==> src/hw/cmr_pkg.sv <==
package cmr_pkg;

  localparam int NUM_CMP = 3;
  localparam int ADDR_W = 12;

  // Register byte offsets
  localparam logic [11:0] OFS_CMP1 = 12'h000;
  localparam logic [11:0] OFS_CMP2 = 12'h004;
  localparam logic [11:0] OFS_CMP3 = 12'h008;
  localparam logic [11:0] OFS_STAT = 12'h00c;
  localparam logic [11:0] OFS_VREF = 12'h010;
  localparam logic [11:0] OFS_IRQ_STAT = 12'h014;
  localparam logic [11:0] OFS_IRQ_CLR = 12'h018;
  localparam logic [11:0] OFS_IRQ_EN = 12'h01c;

  // comparator_control fields
  localparam int CTL_EN = 15;
  localparam int CTL_OE = 14;
  localparam int CTL_POL = 13;
  localparam int CTL_EVT = 9;
  localparam int CTL_OUT = 8;
  localparam int CTL_EVPOL = 6;
  localparam int CTL_NONINV_REFERENCE_SELECT = 4;
  localparam int CTL_CCH = 0;
  localparam logic [15:0] CTL_CFG_MASK = 16'he0d3;

  // comparator_module_status fields
  localparam int STAT_IDLE = 15;
  localparam int STAT_EVT = 8;
  localparam int STAT_OUT = 0;

  // voltage_reference_control fields
  localparam int VREF_LVL = 0;
  localparam logic [15:0] VREF_MASK = 16'h07ff;

  // Reset values
  localparam logic [15:0] CTL_RST = 16'h0000;
  localparam logic [15:0] VREF_RST = 16'h0000;
  localparam logic STAT_IDLE_RST = 1'b0;
  localparam logic [2:0] IRQ_EN_RST = 3'h0;

  localparam logic [1:0] RESP_OKAY = 2'h0;
  localparam logic [1:0] RESP_SLVERR = 2'h2;

  typedef enum logic [1:0] {EV_OFF, EV_RISE, EV_FALL, EV_ANY} cmr_evpol_e;

  // Same bit order as voltage_reference_control[10:0]
  typedef struct packed {
    logic refPinSel;
    logic [1:0] bandgapSel;
    logic powerEn;
    logic pinOe;
    logic supplySel;
    logic [4:0] level;
  } cmr_vref_s;

  typedef struct packed {
    logic noninvRefSel;
    logic [1:0] invChanSel;
  } cmr_route_s;

endpackage

==> src/hw/cmr_regs.sv <==
`timescale 1ns/1ps
// Summary of operation
// - Reference-select bit routes noninverting input to internal reference, else pin A.
// - Channel field routes inverting input: pin B, C, D, or band-gap reference.
// - Idle-stop bit halts all comparators while the device is idle.
// - Status bits 10..8 mirror the event flags of comparators 3..1.
// - Status bits 2..0 mirror the outputs of comparators 3..1.
// - Programmable reference offers 32 levels via a 5-bit field.
// - Supply-select bit picks external reference pins or analog supply rails.
// - Reference-pin select supplies positive reference pin or ladder output.
// - Band-gap field: band gap, band gap halved, reserved, positive reference pin.
// - Power-enable bit powers the reference ladder on or down.
// - Pin output enable drives the reference level onto its pin.
// - Level field sets output to level/32 of the selected span.
// - Event flag sets on polarity event; blocks triggers until software clears.
// - Output bit follows comparison, inverted when polarity bit is set.
module cmr_regs
  import cmr_pkg::*;
(
  input wire logic mclk,
  input wire logic reset,
  input wire logic [ADDR_W-1:0] s_axi_awaddr,
  input wire logic s_axi_awvalid,
  output logic s_axi_awready,
  input wire logic [31:0] s_axi_wdata,
  input wire logic [3:0] s_axi_wstrb,
  input wire logic s_axi_wvalid,
  output logic s_axi_wready,
  output logic [1:0] s_axi_bresp,
  output logic s_axi_bvalid,
  input wire logic s_axi_bready,
  input wire logic [ADDR_W-1:0] s_axi_araddr,
  input wire logic s_axi_arvalid,
  output logic s_axi_arready,
  output logic [31:0] s_axi_rdata,
  output logic [1:0] s_axi_rresp,
  output logic s_axi_rvalid,
  input wire logic s_axi_rready,
  input wire logic idleMode,
  input wire logic [NUM_CMP-1:0] cmpRaw,
  output logic [NUM_CMP-1:0] cmpRun,
  output logic [NUM_CMP-1:0] cmpPinOe,
  output logic [NUM_CMP-1:0] cmpPinOut,
  output logic [NUM_CMP-1:0] cmpTrigger,
  output cmr_route_s [NUM_CMP-1:0] cmpRoute,
  output cmr_vref_s vrefCfg,
  output logic irq
);

  logic [15:0] cmpCtl_r [NUM_CMP];
  logic [15:0] vrefReg_r;
  logic idleStop_r;
  logic [NUM_CMP-1:0] evt_r;
  logic [NUM_CMP-1:0] outBit_r;
  logic [NUM_CMP-1:0] prevRaw_r;
  logic [NUM_CMP-1:0] sync1_r;
  logic [NUM_CMP-1:0] sync2_r;
  logic [NUM_CMP-1:0] run_r;
  logic [NUM_CMP-1:0] trig_r;
  logic [NUM_CMP-1:0] irqStat_r;
  logic [NUM_CMP-1:0] irqEn_r;
  logic [NUM_CMP-1:0] hit;
  logic awHave_r;
  logic wHave_r;
  logic [ADDR_W-1:0] awAddr_r;
  logic [31:0] wData_r;
  logic [3:0] wStrb_r;
  logic bvalid_r;
  logic [1:0] bresp_r;
  logic rvalid_r;
  logic [31:0] rdata_r;
  logic [1:0] rresp_r;
  logic wrDo;
  logic wrMapped;
  logic [2:0] wrIdx;
  logic [15:0] statWord;

  function automatic logic [15:0] mergeWord(logic [15:0] old, logic [31:0] data, logic [3:0] strb, logic [15:0] mask);
    logic [15:0] res;
    res = old;
    if (strb[0]) begin
      res[7:0] = data[7:0];
    end
    if (strb[1]) begin
      res[15:8] = data[15:8];
    end
    return res & mask;
  endfunction

  function automatic logic [15:0] ctlWord(logic [15:0] cfg, logic ev, logic ob);
    logic [15:0] res;
    res = cfg & CTL_CFG_MASK;
    res[CTL_EVT] = ev;
    res[CTL_OUT] = ob;
    return res;
  endfunction

  // Write channel: address and data taken in either order
  assign s_axi_awready = !awHave_r && !bvalid_r;
  assign s_axi_wready = !wHave_r && !bvalid_r;
  assign s_axi_bvalid = bvalid_r;
  assign s_axi_bresp = bresp_r;
  assign s_axi_arready = !rvalid_r;
  assign s_axi_rvalid = rvalid_r;
  assign s_axi_rdata = rdata_r;
  assign s_axi_rresp = rresp_r;

  assign wrDo = awHave_r && wHave_r && !bvalid_r;
  assign wrIdx = awAddr_r[4:2];
  assign wrMapped = (awAddr_r[ADDR_W-1:5] == '0) && (awAddr_r[1:0] == 2'h0);

  always_ff @(posedge mclk) begin
    if (reset) begin
      awHave_r <= 1'b0;
      wHave_r <= 1'b0;
      awAddr_r <= '0;
      wData_r <= 32'h0;
      wStrb_r <= 4'h0;
      bvalid_r <= 1'b0;
      bresp_r <= RESP_OKAY;
    end else begin
      if (s_axi_awvalid && s_axi_awready) begin
        awHave_r <= 1'b1;
        awAddr_r <= s_axi_awaddr;
      end
      if (s_axi_wvalid && s_axi_wready) begin
        wHave_r <= 1'b1;
        wData_r <= s_axi_wdata;
        wStrb_r <= s_axi_wstrb;
      end
      if (wrDo) begin
        awHave_r <= 1'b0;
        wHave_r <= 1'b0;
        bvalid_r <= 1'b1;
        bresp_r <= wrMapped ? RESP_OKAY : RESP_SLVERR;
      end else if (bvalid_r && s_axi_bready) begin
        bvalid_r <= 1'b0;
      end
    end
  end

  // Configuration registers
  always_ff @(posedge mclk) begin
    if (reset) begin
      for (int i = 0; i < NUM_CMP; i++) begin
        cmpCtl_r[i] <= CTL_RST;
      end
      vrefReg_r <= VREF_RST;
      idleStop_r <= STAT_IDLE_RST;
      irqEn_r <= IRQ_EN_RST;
    end else if (wrDo && wrMapped) begin
      unique case (awAddr_r[4:0])
        OFS_CMP1[4:0]: cmpCtl_r[0] <= mergeWord(cmpCtl_r[0], wData_r, wStrb_r, CTL_CFG_MASK);
        OFS_CMP2[4:0]: cmpCtl_r[1] <= mergeWord(cmpCtl_r[1], wData_r, wStrb_r, CTL_CFG_MASK);
        OFS_CMP3[4:0]: cmpCtl_r[2] <= mergeWord(cmpCtl_r[2], wData_r, wStrb_r, CTL_CFG_MASK);
        OFS_VREF[4:0]: vrefReg_r <= mergeWord(vrefReg_r, wData_r, wStrb_r, VREF_MASK);
        OFS_STAT[4:0]: begin
          if (wStrb_r[1]) begin
            idleStop_r <= wData_r[STAT_IDLE];
          end
        end
        OFS_IRQ_EN[4:0]: begin
          if (wStrb_r[0]) begin
            irqEn_r <= wData_r[NUM_CMP-1:0];
          end
        end
        default: ;
      endcase
    end
  end

  // Analog routing straight from configuration
  always_comb begin
    for (int i = 0; i < NUM_CMP; i++) begin
      cmpRoute[i].noninvRefSel = cmpCtl_r[i][CTL_NONINV_REFERENCE_SELECT];
      cmpRoute[i].invChanSel = cmpCtl_r[i][CTL_CCH+:2];
    end
  end

  assign vrefCfg = cmr_vref_s'(vrefReg_r[10:0]);

  // Comparison result crosses in from the analog side
  always_ff @(posedge mclk) begin
    if (reset) begin
      sync1_r <= '0;
      sync2_r <= '0;
    end else begin
      sync1_r <= cmpRaw;
      sync2_r <= sync1_r;
    end
  end

  // Stop in idle, registered so the analog enable is glitch free
  always_ff @(posedge mclk) begin
    if (reset) begin
      run_r <= '0;
    end else begin
      for (int i = 0; i < NUM_CMP; i++) begin
        run_r[i] <= cmpCtl_r[i][CTL_EN] && !(idleMode && idleStop_r);
      end
    end
  end

  // Polarity event detection on the raw comparison
  always_comb begin
    for (int i = 0; i < NUM_CMP; i++) begin
      unique case (cmr_evpol_e'(cmpCtl_r[i][CTL_EVPOL+:2]))
        EV_OFF: hit[i] = 1'b0;
        EV_RISE: hit[i] = sync2_r[i] && !prevRaw_r[i];
        EV_FALL: hit[i] = !sync2_r[i] && prevRaw_r[i];
        EV_ANY: hit[i] = sync2_r[i] ^ prevRaw_r[i];
      endcase
      // A set flag blocks further events
      hit[i] = hit[i] && run_r[i] && !evt_r[i];
    end
  end

  always_ff @(posedge mclk) begin
    if (reset) begin
      prevRaw_r <= '0;
      outBit_r <= '0;
    end else begin
      for (int i = 0; i < NUM_CMP; i++) begin
        // Stopped comparator holds its last result
        if (run_r[i]) begin
          prevRaw_r[i] <= sync2_r[i];
          outBit_r[i] <= sync2_r[i] ^ cmpCtl_r[i][CTL_POL];
        end
      end
    end
  end

  // Event flag; a hardware set beats a software clear
  always_ff @(posedge mclk) begin
    if (reset) begin
      evt_r <= '0;
      trig_r <= '0;
    end else begin
      trig_r <= hit;
      for (int i = 0; i < NUM_CMP; i++) begin
        if (hit[i]) begin
          evt_r[i] <= 1'b1;
        end else if (wrDo && wrMapped && wrIdx == 3'(i) && wStrb_r[1]) begin
          evt_r[i] <= wData_r[CTL_EVT];
        end
      end
    end
  end

  // Sticky interrupt status; set wins over clear
  always_ff @(posedge mclk) begin
    if (reset) begin
      irqStat_r <= '0;
    end else if (wrDo && wrMapped && awAddr_r[4:0] == OFS_IRQ_CLR[4:0] && wStrb_r[0]) begin
      irqStat_r <= hit | (irqStat_r & ~wData_r[NUM_CMP-1:0]);
    end else begin
      irqStat_r <= hit | irqStat_r;
    end
  end

  assign irq = |(irqStat_r & irqEn_r);
  assign cmpRun = run_r;
  assign cmpPinOe = {cmpCtl_r[2][CTL_OE], cmpCtl_r[1][CTL_OE], cmpCtl_r[0][CTL_OE]};
  assign cmpPinOut = outBit_r;
  assign cmpTrigger = trig_r;

  always_comb begin
    statWord = 16'h0000;
    statWord[STAT_IDLE] = idleStop_r;
    statWord[STAT_EVT+:NUM_CMP] = evt_r;
    statWord[STAT_OUT+:NUM_CMP] = outBit_r;
  end

  // Read channel, one cycle to answer
  always_ff @(posedge mclk) begin
    if (reset) begin
      rvalid_r <= 1'b0;
      rdata_r <= 32'h0;
      rresp_r <= RESP_OKAY;
    end else if (s_axi_arvalid && s_axi_arready) begin
      rvalid_r <= 1'b1;
      rresp_r <= RESP_OKAY;
      rdata_r <= 32'h0;
      if (s_axi_araddr[ADDR_W-1:5] != '0 || s_axi_araddr[1:0] != 2'h0) begin
        rresp_r <= RESP_SLVERR;
      end else begin
        // Unimplemented bits and write-only clear read zero
        unique case (s_axi_araddr[4:0])
          OFS_CMP1[4:0]: rdata_r[15:0] <= ctlWord(cmpCtl_r[0], evt_r[0], outBit_r[0]);
          OFS_CMP2[4:0]: rdata_r[15:0] <= ctlWord(cmpCtl_r[1], evt_r[1], outBit_r[1]);
          OFS_CMP3[4:0]: rdata_r[15:0] <= ctlWord(cmpCtl_r[2], evt_r[2], outBit_r[2]);
          OFS_STAT[4:0]: rdata_r[15:0] <= statWord;
          OFS_VREF[4:0]: rdata_r[15:0] <= vrefReg_r & VREF_MASK;
          OFS_IRQ_STAT[4:0]: rdata_r[NUM_CMP-1:0] <= irqStat_r;
          OFS_IRQ_EN[4:0]: rdata_r[NUM_CMP-1:0] <= irqEn_r;
          default: ;
        endcase
      end
    end else if (s_axi_rready) begin
      rvalid_r <= 1'b0;
    end
  end
endmodule

==> config.mk <==
export PLATFORM = sky130hd
export DESIGN_NAME = cmr_regs
export DESIGN_NICKNAME = d
export VERILOG_FILES = /design/src/hw/cmr_pkg.sv /design/src/hw/cmr_regs.sv
export SDC_FILE = /design/constraint.sdc
export NUM_CORES = 1
export LEC_CHECK = 0
export BUFFER_PORTS_ARGS = -buffer_cell sky130_fd_sc_hd__buf_4
export CELL_PAD_IN_SITES_DETAIL_PLACEMENT = 0
export CELL_PAD_IN_SITES_GLOBAL_PLACEMENT = 1
export CORE_MARGIN = 5
export CORE_UTILIZATION = 35
export DETAILED_ROUTE_END_ITERATION = 8
export PLACE_DENSITY_LB_ADDON = 0.12
export SLEW_MARGIN = 40
export SYNTH_ARGS = -nofsm -noshare
export SYNTH_HDL_FRONTEND = slang
export SYNTH_SLANG_ARGS = --single-unit
==> constraint.sdc <==
create_clock -name mclk -period 2.9 [get_ports mclk]
set_input_delay 0.435 -clock mclk [delete_from_list [all_inputs] [get_ports mclk]]
set_output_delay 0.435 -clock mclk [all_outputs]
set_load 0.01 [all_outputs]
# Word level (Yosys, flattened, before mapping)
# Memory sizes are Yosys's and may differ from the RTL's.
# Cells that the tools add are included.
# Widths: inputs -> output; s select.
# word_totals
output_inout_bits,74
ramBits,24
n_memories,1
wordCells,196
in_bits,71
reg_bits,93
# mem_list
memory,depth,width,rd,rd_clocked_by_memory_dff,write_ports,line,rtl
cmpCtl_r,3,8,3,0,3,cmr_regs.sv:50,logic [15:0] cmpCtl_r [NUM_CMP];
# op_classes
n_eq_ne,23
n_reduce_logical,70
muxes,60
n_bitwise,14
# op_table
op,count
$mux 8,27
$pmux 13 s5,1
$logic_and 1x1->1,34
$eq 5x5->1 const B,6
$mux 1,24
$pmux 3 s7,1
$eq 5x4->1 const B,4
$mux 16,1
$logic_not 1->1,14
$eq 2x2->1 const B,6
$pmux 1 s4,3
$reduce_and 3->1,4
$reduce_bool 2->1,6
$eq 5x3->1 const B,2
$logic_not 5->1,2
$logic_not 2->1,4
$logic_not 7->1,1
$reduce_bool 7->1,1
$and 3x3->3,2
$eq 2x1->1 const B,3
$or 3x3->3,2
$xor 1x1->1,6
$mux 2,2
$eq 3x1->1 const B,1
8 further kinds,10

# Depth between registers and ports, before layout
# logic_depth
ltp_word,7
depth_mapped,7
depth_no_buf,7

# Worst setup path after synthesis
# OpenSTA, ideal clock, no wires.
# synth_path
path_type,flip-flop to flip-flop
start,"register bvalid_r, in the netlist s_axi_bvalid"
end,"memory cmpCtl_r[0][0] (netlist bit), enable pin"
path_stages_with_launch,7
slack_ps,850
t_arrival_ps,1673
path_buffers,2
setup_ps,376
synth_period_minus_slack_ps,2050
required_ps,2524
cell_sequence,dfxtp_1 > and3b_1 > buf_2 > and4_1 > buf_2 > nand2_1 > o31ai_1
# synth_lines
element,line,rtl
"start, declared",cmr_regs.sv:68,logic bvalid_r;
"start signal, assigned",cmr_regs.sv:119,bvalid_r <= 1'b0;
"start signal, assigned",cmr_regs.sv:134,bvalid_r <= 1'b1;
"start signal, assigned",cmr_regs.sv:137,bvalid_r <= 1'b0;
"end, declared",cmr_regs.sv:50,

==> impl_metrics.py <==
metrics = {
    "global_routing": {
        "first_global_vias": 3780,
        "antenna_found_initial": 0,
        "grt_pass1_wl_um": 20200,
        "grt_overflow_total": 0,
        "grt_use_total_pct": 15.8,
        "grt_max_degree": 37,
    },
    "floorplanning": {
        "fp-row-count": 43,
        "die_w_um": 129,
        "io_pins": 145,
        "die_h_um": 129,
        "start_util_pct": 35.6,
        "placeableCoreArea_um2": 13800,
        "die-area_um2": 16600,
    },
    "pwr": {
        "p_comb_share_pct": 9.3,
        "internal_power_mw": 2.48,
        "peakVddDrop_v": 0.000304,
        "switching_share_pct": 24.0,
        "p_switching_mw": 0.783,
        "leakagePower_nw": 2.40,
        "power_density_nw_per_um2": 544,
        "sequentialPowerShare_pct": 51.5,
        "pwr-share-clk_pct": 39.2,
        "power_mw": 3.27,
    },
    "synthesis": {
        "synth-seq-cells": 111,
        "yosysMostFrequentCell": "nand2_1",
        "syn_inst": 530,
        "synthMuxAreaShare_pct": 6.65,
        "synth_warnings": 0,
        "async_flop_share_pct": 0,
        "yosysSeqAreaShare_pct": 50.0,
        "yosys-top-cells-area": "dfxtp_1 35%, edfxtp_1 15%, nand2_1 6.8%",
        "synth_top_family_by_area": "simple AND/OR/NAND/NOR gates",
        "netlist_top_cells_count": "89 x nand2_1, 87 x dfxtp_1, 50 x a21oi_1",
        "yosys.area.top_type": "dfxtp_1",
        "synth-simple-area-share_pct": 20.4,
        "yosysUniqueCellTypes": 55,
        "synth_top_flop_cell": "dfxtp_1",
        "synth-compound-area-share_pct": 12.3,
        "synth_edf_count": 24,
        "synthAdderAreaFrac_pct": 1.52,
        "syn_area_um2": 4930,
        "postSynthAreaPerCell_um2": 9.30,
        "synth-xor-area-share_pct": 0.533,
        "yosys.area.top_type_share_pct": 35.3,
    },
    "route": {
        "drtIter0Drc": 207,
        "drt-pass1-iter-count": 4,
        "drtAntennaViolNets": 0,
        "vias": 3849,
        "post_drt_wl_per_cell_um": 16.3,
        "drt-total-wl_um": 13000,
        "drcViolationCount": 0,
        "vias_per_cell": 4.84,
    },
    "sta": {
        "setup_ws_ns": 0.717,
        "fin_crit_sh_pct": 75.3,
        "slew_headroom_pct": 52.5,
        "tns_ns": 0,
        "final.setup_skew_ns": 0.00743,
        "setup_violations": 0,
        "period_needed_ns": 2.18,
        "fmax_mhz": 458,
        "finalHoldViolCount": 0,
        "tightest_slew_ns": 0.707,
        "rsz0062_at_grt": "no",
        "slew_violations": 0,
    },
    "clock_network": {
        "post_cts_buffers": 0,
        "numCtsBuffers": 9,
        "ctsHoldBuffers": 0,
        "cts_tree": "built",
        "cts_resized": 0,
        "clkLatencyLatePin_ns": 0.35,
        "root_buffer": "clkbuf_16",
        "clk_pin_slew_ns": 0.07,
        "ctsHtreeMaxLevel": 3,
        "cts_buffer_depth": 2,
        "clkSinkCount": 111,
    },
    "layout": {
        "n_antenna_cell": 0,
        "layoutNonFillerInstCount": 796,
        "layout-drive-gt1-share_pct": 22.4,
        "finalNetCount": 688,
        "syn2layout_area_growth_pct": 21.7,
    },
    "setup_path": {
        "critPathBufInv": 0,
        "cpPeakStageDelay_ns": 0.50,
        "critPathMaxFanout": 8,
        "crit_chain": "and3b_1 > and4_1 > nand2_1 > o31ai_1",
        "critPathLaunchType": "flip-flop",
        "cpMaxStageDelayCell": "o31ai_1",
        "arrival_ns": 2.17,
        "cp.required_ns": 2.89,
        "path_class": "reg2reg",
        "crit_family": "simple AND/OR/NAND/NOR gates",
        "cp-end-kind": "flip-flop",
    },
    "placed_design": {
        "dp.cells": 780,
        "portBuffers": 104,
        "place_hpwl_um": 10000,
        "place.gp.congestion": 0.826,
        "preCtsSetupSlack_ns": 0.681,
    },
    "hold_path": {
        "hold_path_class": "in2reg",
    },
    "job": {
        "drv_cap": 0,
    },
    "outcome": {
        "status": "complete, no violations",
    },
}
==> worst reg2reg max path: stages (launching register included) <==
cell	delay (ns)
dfxtp_1	0.36
and3b_1	0.39
and4_1	0.40
nand2_1	0.17
o31ai_1	0.50
==> stage by stage <==
step,hold WS (ns),area (µm²),utilization [%]
after floorplan,0.414,5000,-
after global placement,0.433,5690,41.1
after detailed placement,0.430,5690,41.1
after CTS,0.298,6000,43.4
after global routing,0.315,6000,43.4
final,0.307,6000,43.4
==> sequential cells by signal, summed over array words and instances (netlist names), 2 cells and up <==
name	cells
cmpCtl_r	24
s_axi_rdata	14
wData_r	14
awAddr_r	12
vrefReg_r	11
cmpPinOut	3
cmpRun	3
cmpTrigger	3
evt_r	3
irqEn_r	3
irqStat_r	3
prevRaw_r	3
sync1_r	3
sync2_r	3
wStrb_r	2
==> area by class of cell <==
class / count / area [µm²]
multi-input cells: 362 / 2120
repair buffers: 109 / 818
clock inverters: 4 / 52.6
well taps: 180 / 225
flip-flops and latches: 111 / 2460
clock buffers: 12 / 258
fillers: 1377 / 7830
inverters: 18 / 67.6
==> per-layer routing <==
metal | part of all wire [%] | global-route usage, %
met1 | 46 | 21.4
met2 | 48 | 25.3
met3 | 4.9 | 3.65
met4 | 1.2 | 4.45
met5 | 0 | 0
==> final timing paths <==
path / from / end / slack, ns / cells past startpoint
max: s_axi_bvalid / cmpCtl_r[0][5] / 0.72 / 4
min: cmpRaw[1] / sync1_r[1] / 0.31 / 2
max reg2reg: s_axi_bvalid / cmpCtl_r[0][5] / 0.72 / 4
min reg2reg: sync1_r[1] / sync2_r[1] / 0.44 / 1
==> cell usage in the layout, fill, tap and decap left out, types with 3 or more instances in the layout <==
cell and count:
inv_1 18, a22oi_1 6, ha_1 6, nand3_1 10, edfxtp_1 24, clkbuf_16 9
o31ai_1 4, nor3_1 7, conb_1 20, nand2_1 89, nor2b_1 15, nand4b_1 3
and2_1 12, a21oi_1 50, mux2i_1 26, nand3b_1 3, buf_4 109, xnor2_1 3
o21ai_0 23, dfxtp_1 87, nor2_1 39, a211oi_1 4
==> power groups by stage <==
stage | logic (mW) | registers, mW | clock network [mW]
2_1_floorplan | 0.217 | 1.70 | 0
3_3_place_gp | 0.305 | 1.72 | 0
3_5_place_dp | 0.309 | 1.72 | 0
4_1_cts | 0.309 | 1.68 | 1.32
5_1_grt | 0.342 | 1.69 | 1.38
6_report | 0.304 | 1.68 | 1.28
==> logic make-up (layout without fill, tap and decap cells) <==
| logic type | count (synthesis) | after routing |
|---|---|---|
| buffers and inverters | 76 | 143 |
| flip-flops | 111 | 111 |
| adder cells (fa/ha/maj) | 6 | 6 |
| AND/OR/NAND/NOR | 200 | 200 |
| AO/OA/AOI/OAI | 103 | 103 |
| XOR/XNOR | 3 | 3 |
| multiplexers | 30 | 30 |
| other | 1 | 20 |
No activity file was read; power rests on OpenSTA's default activity.
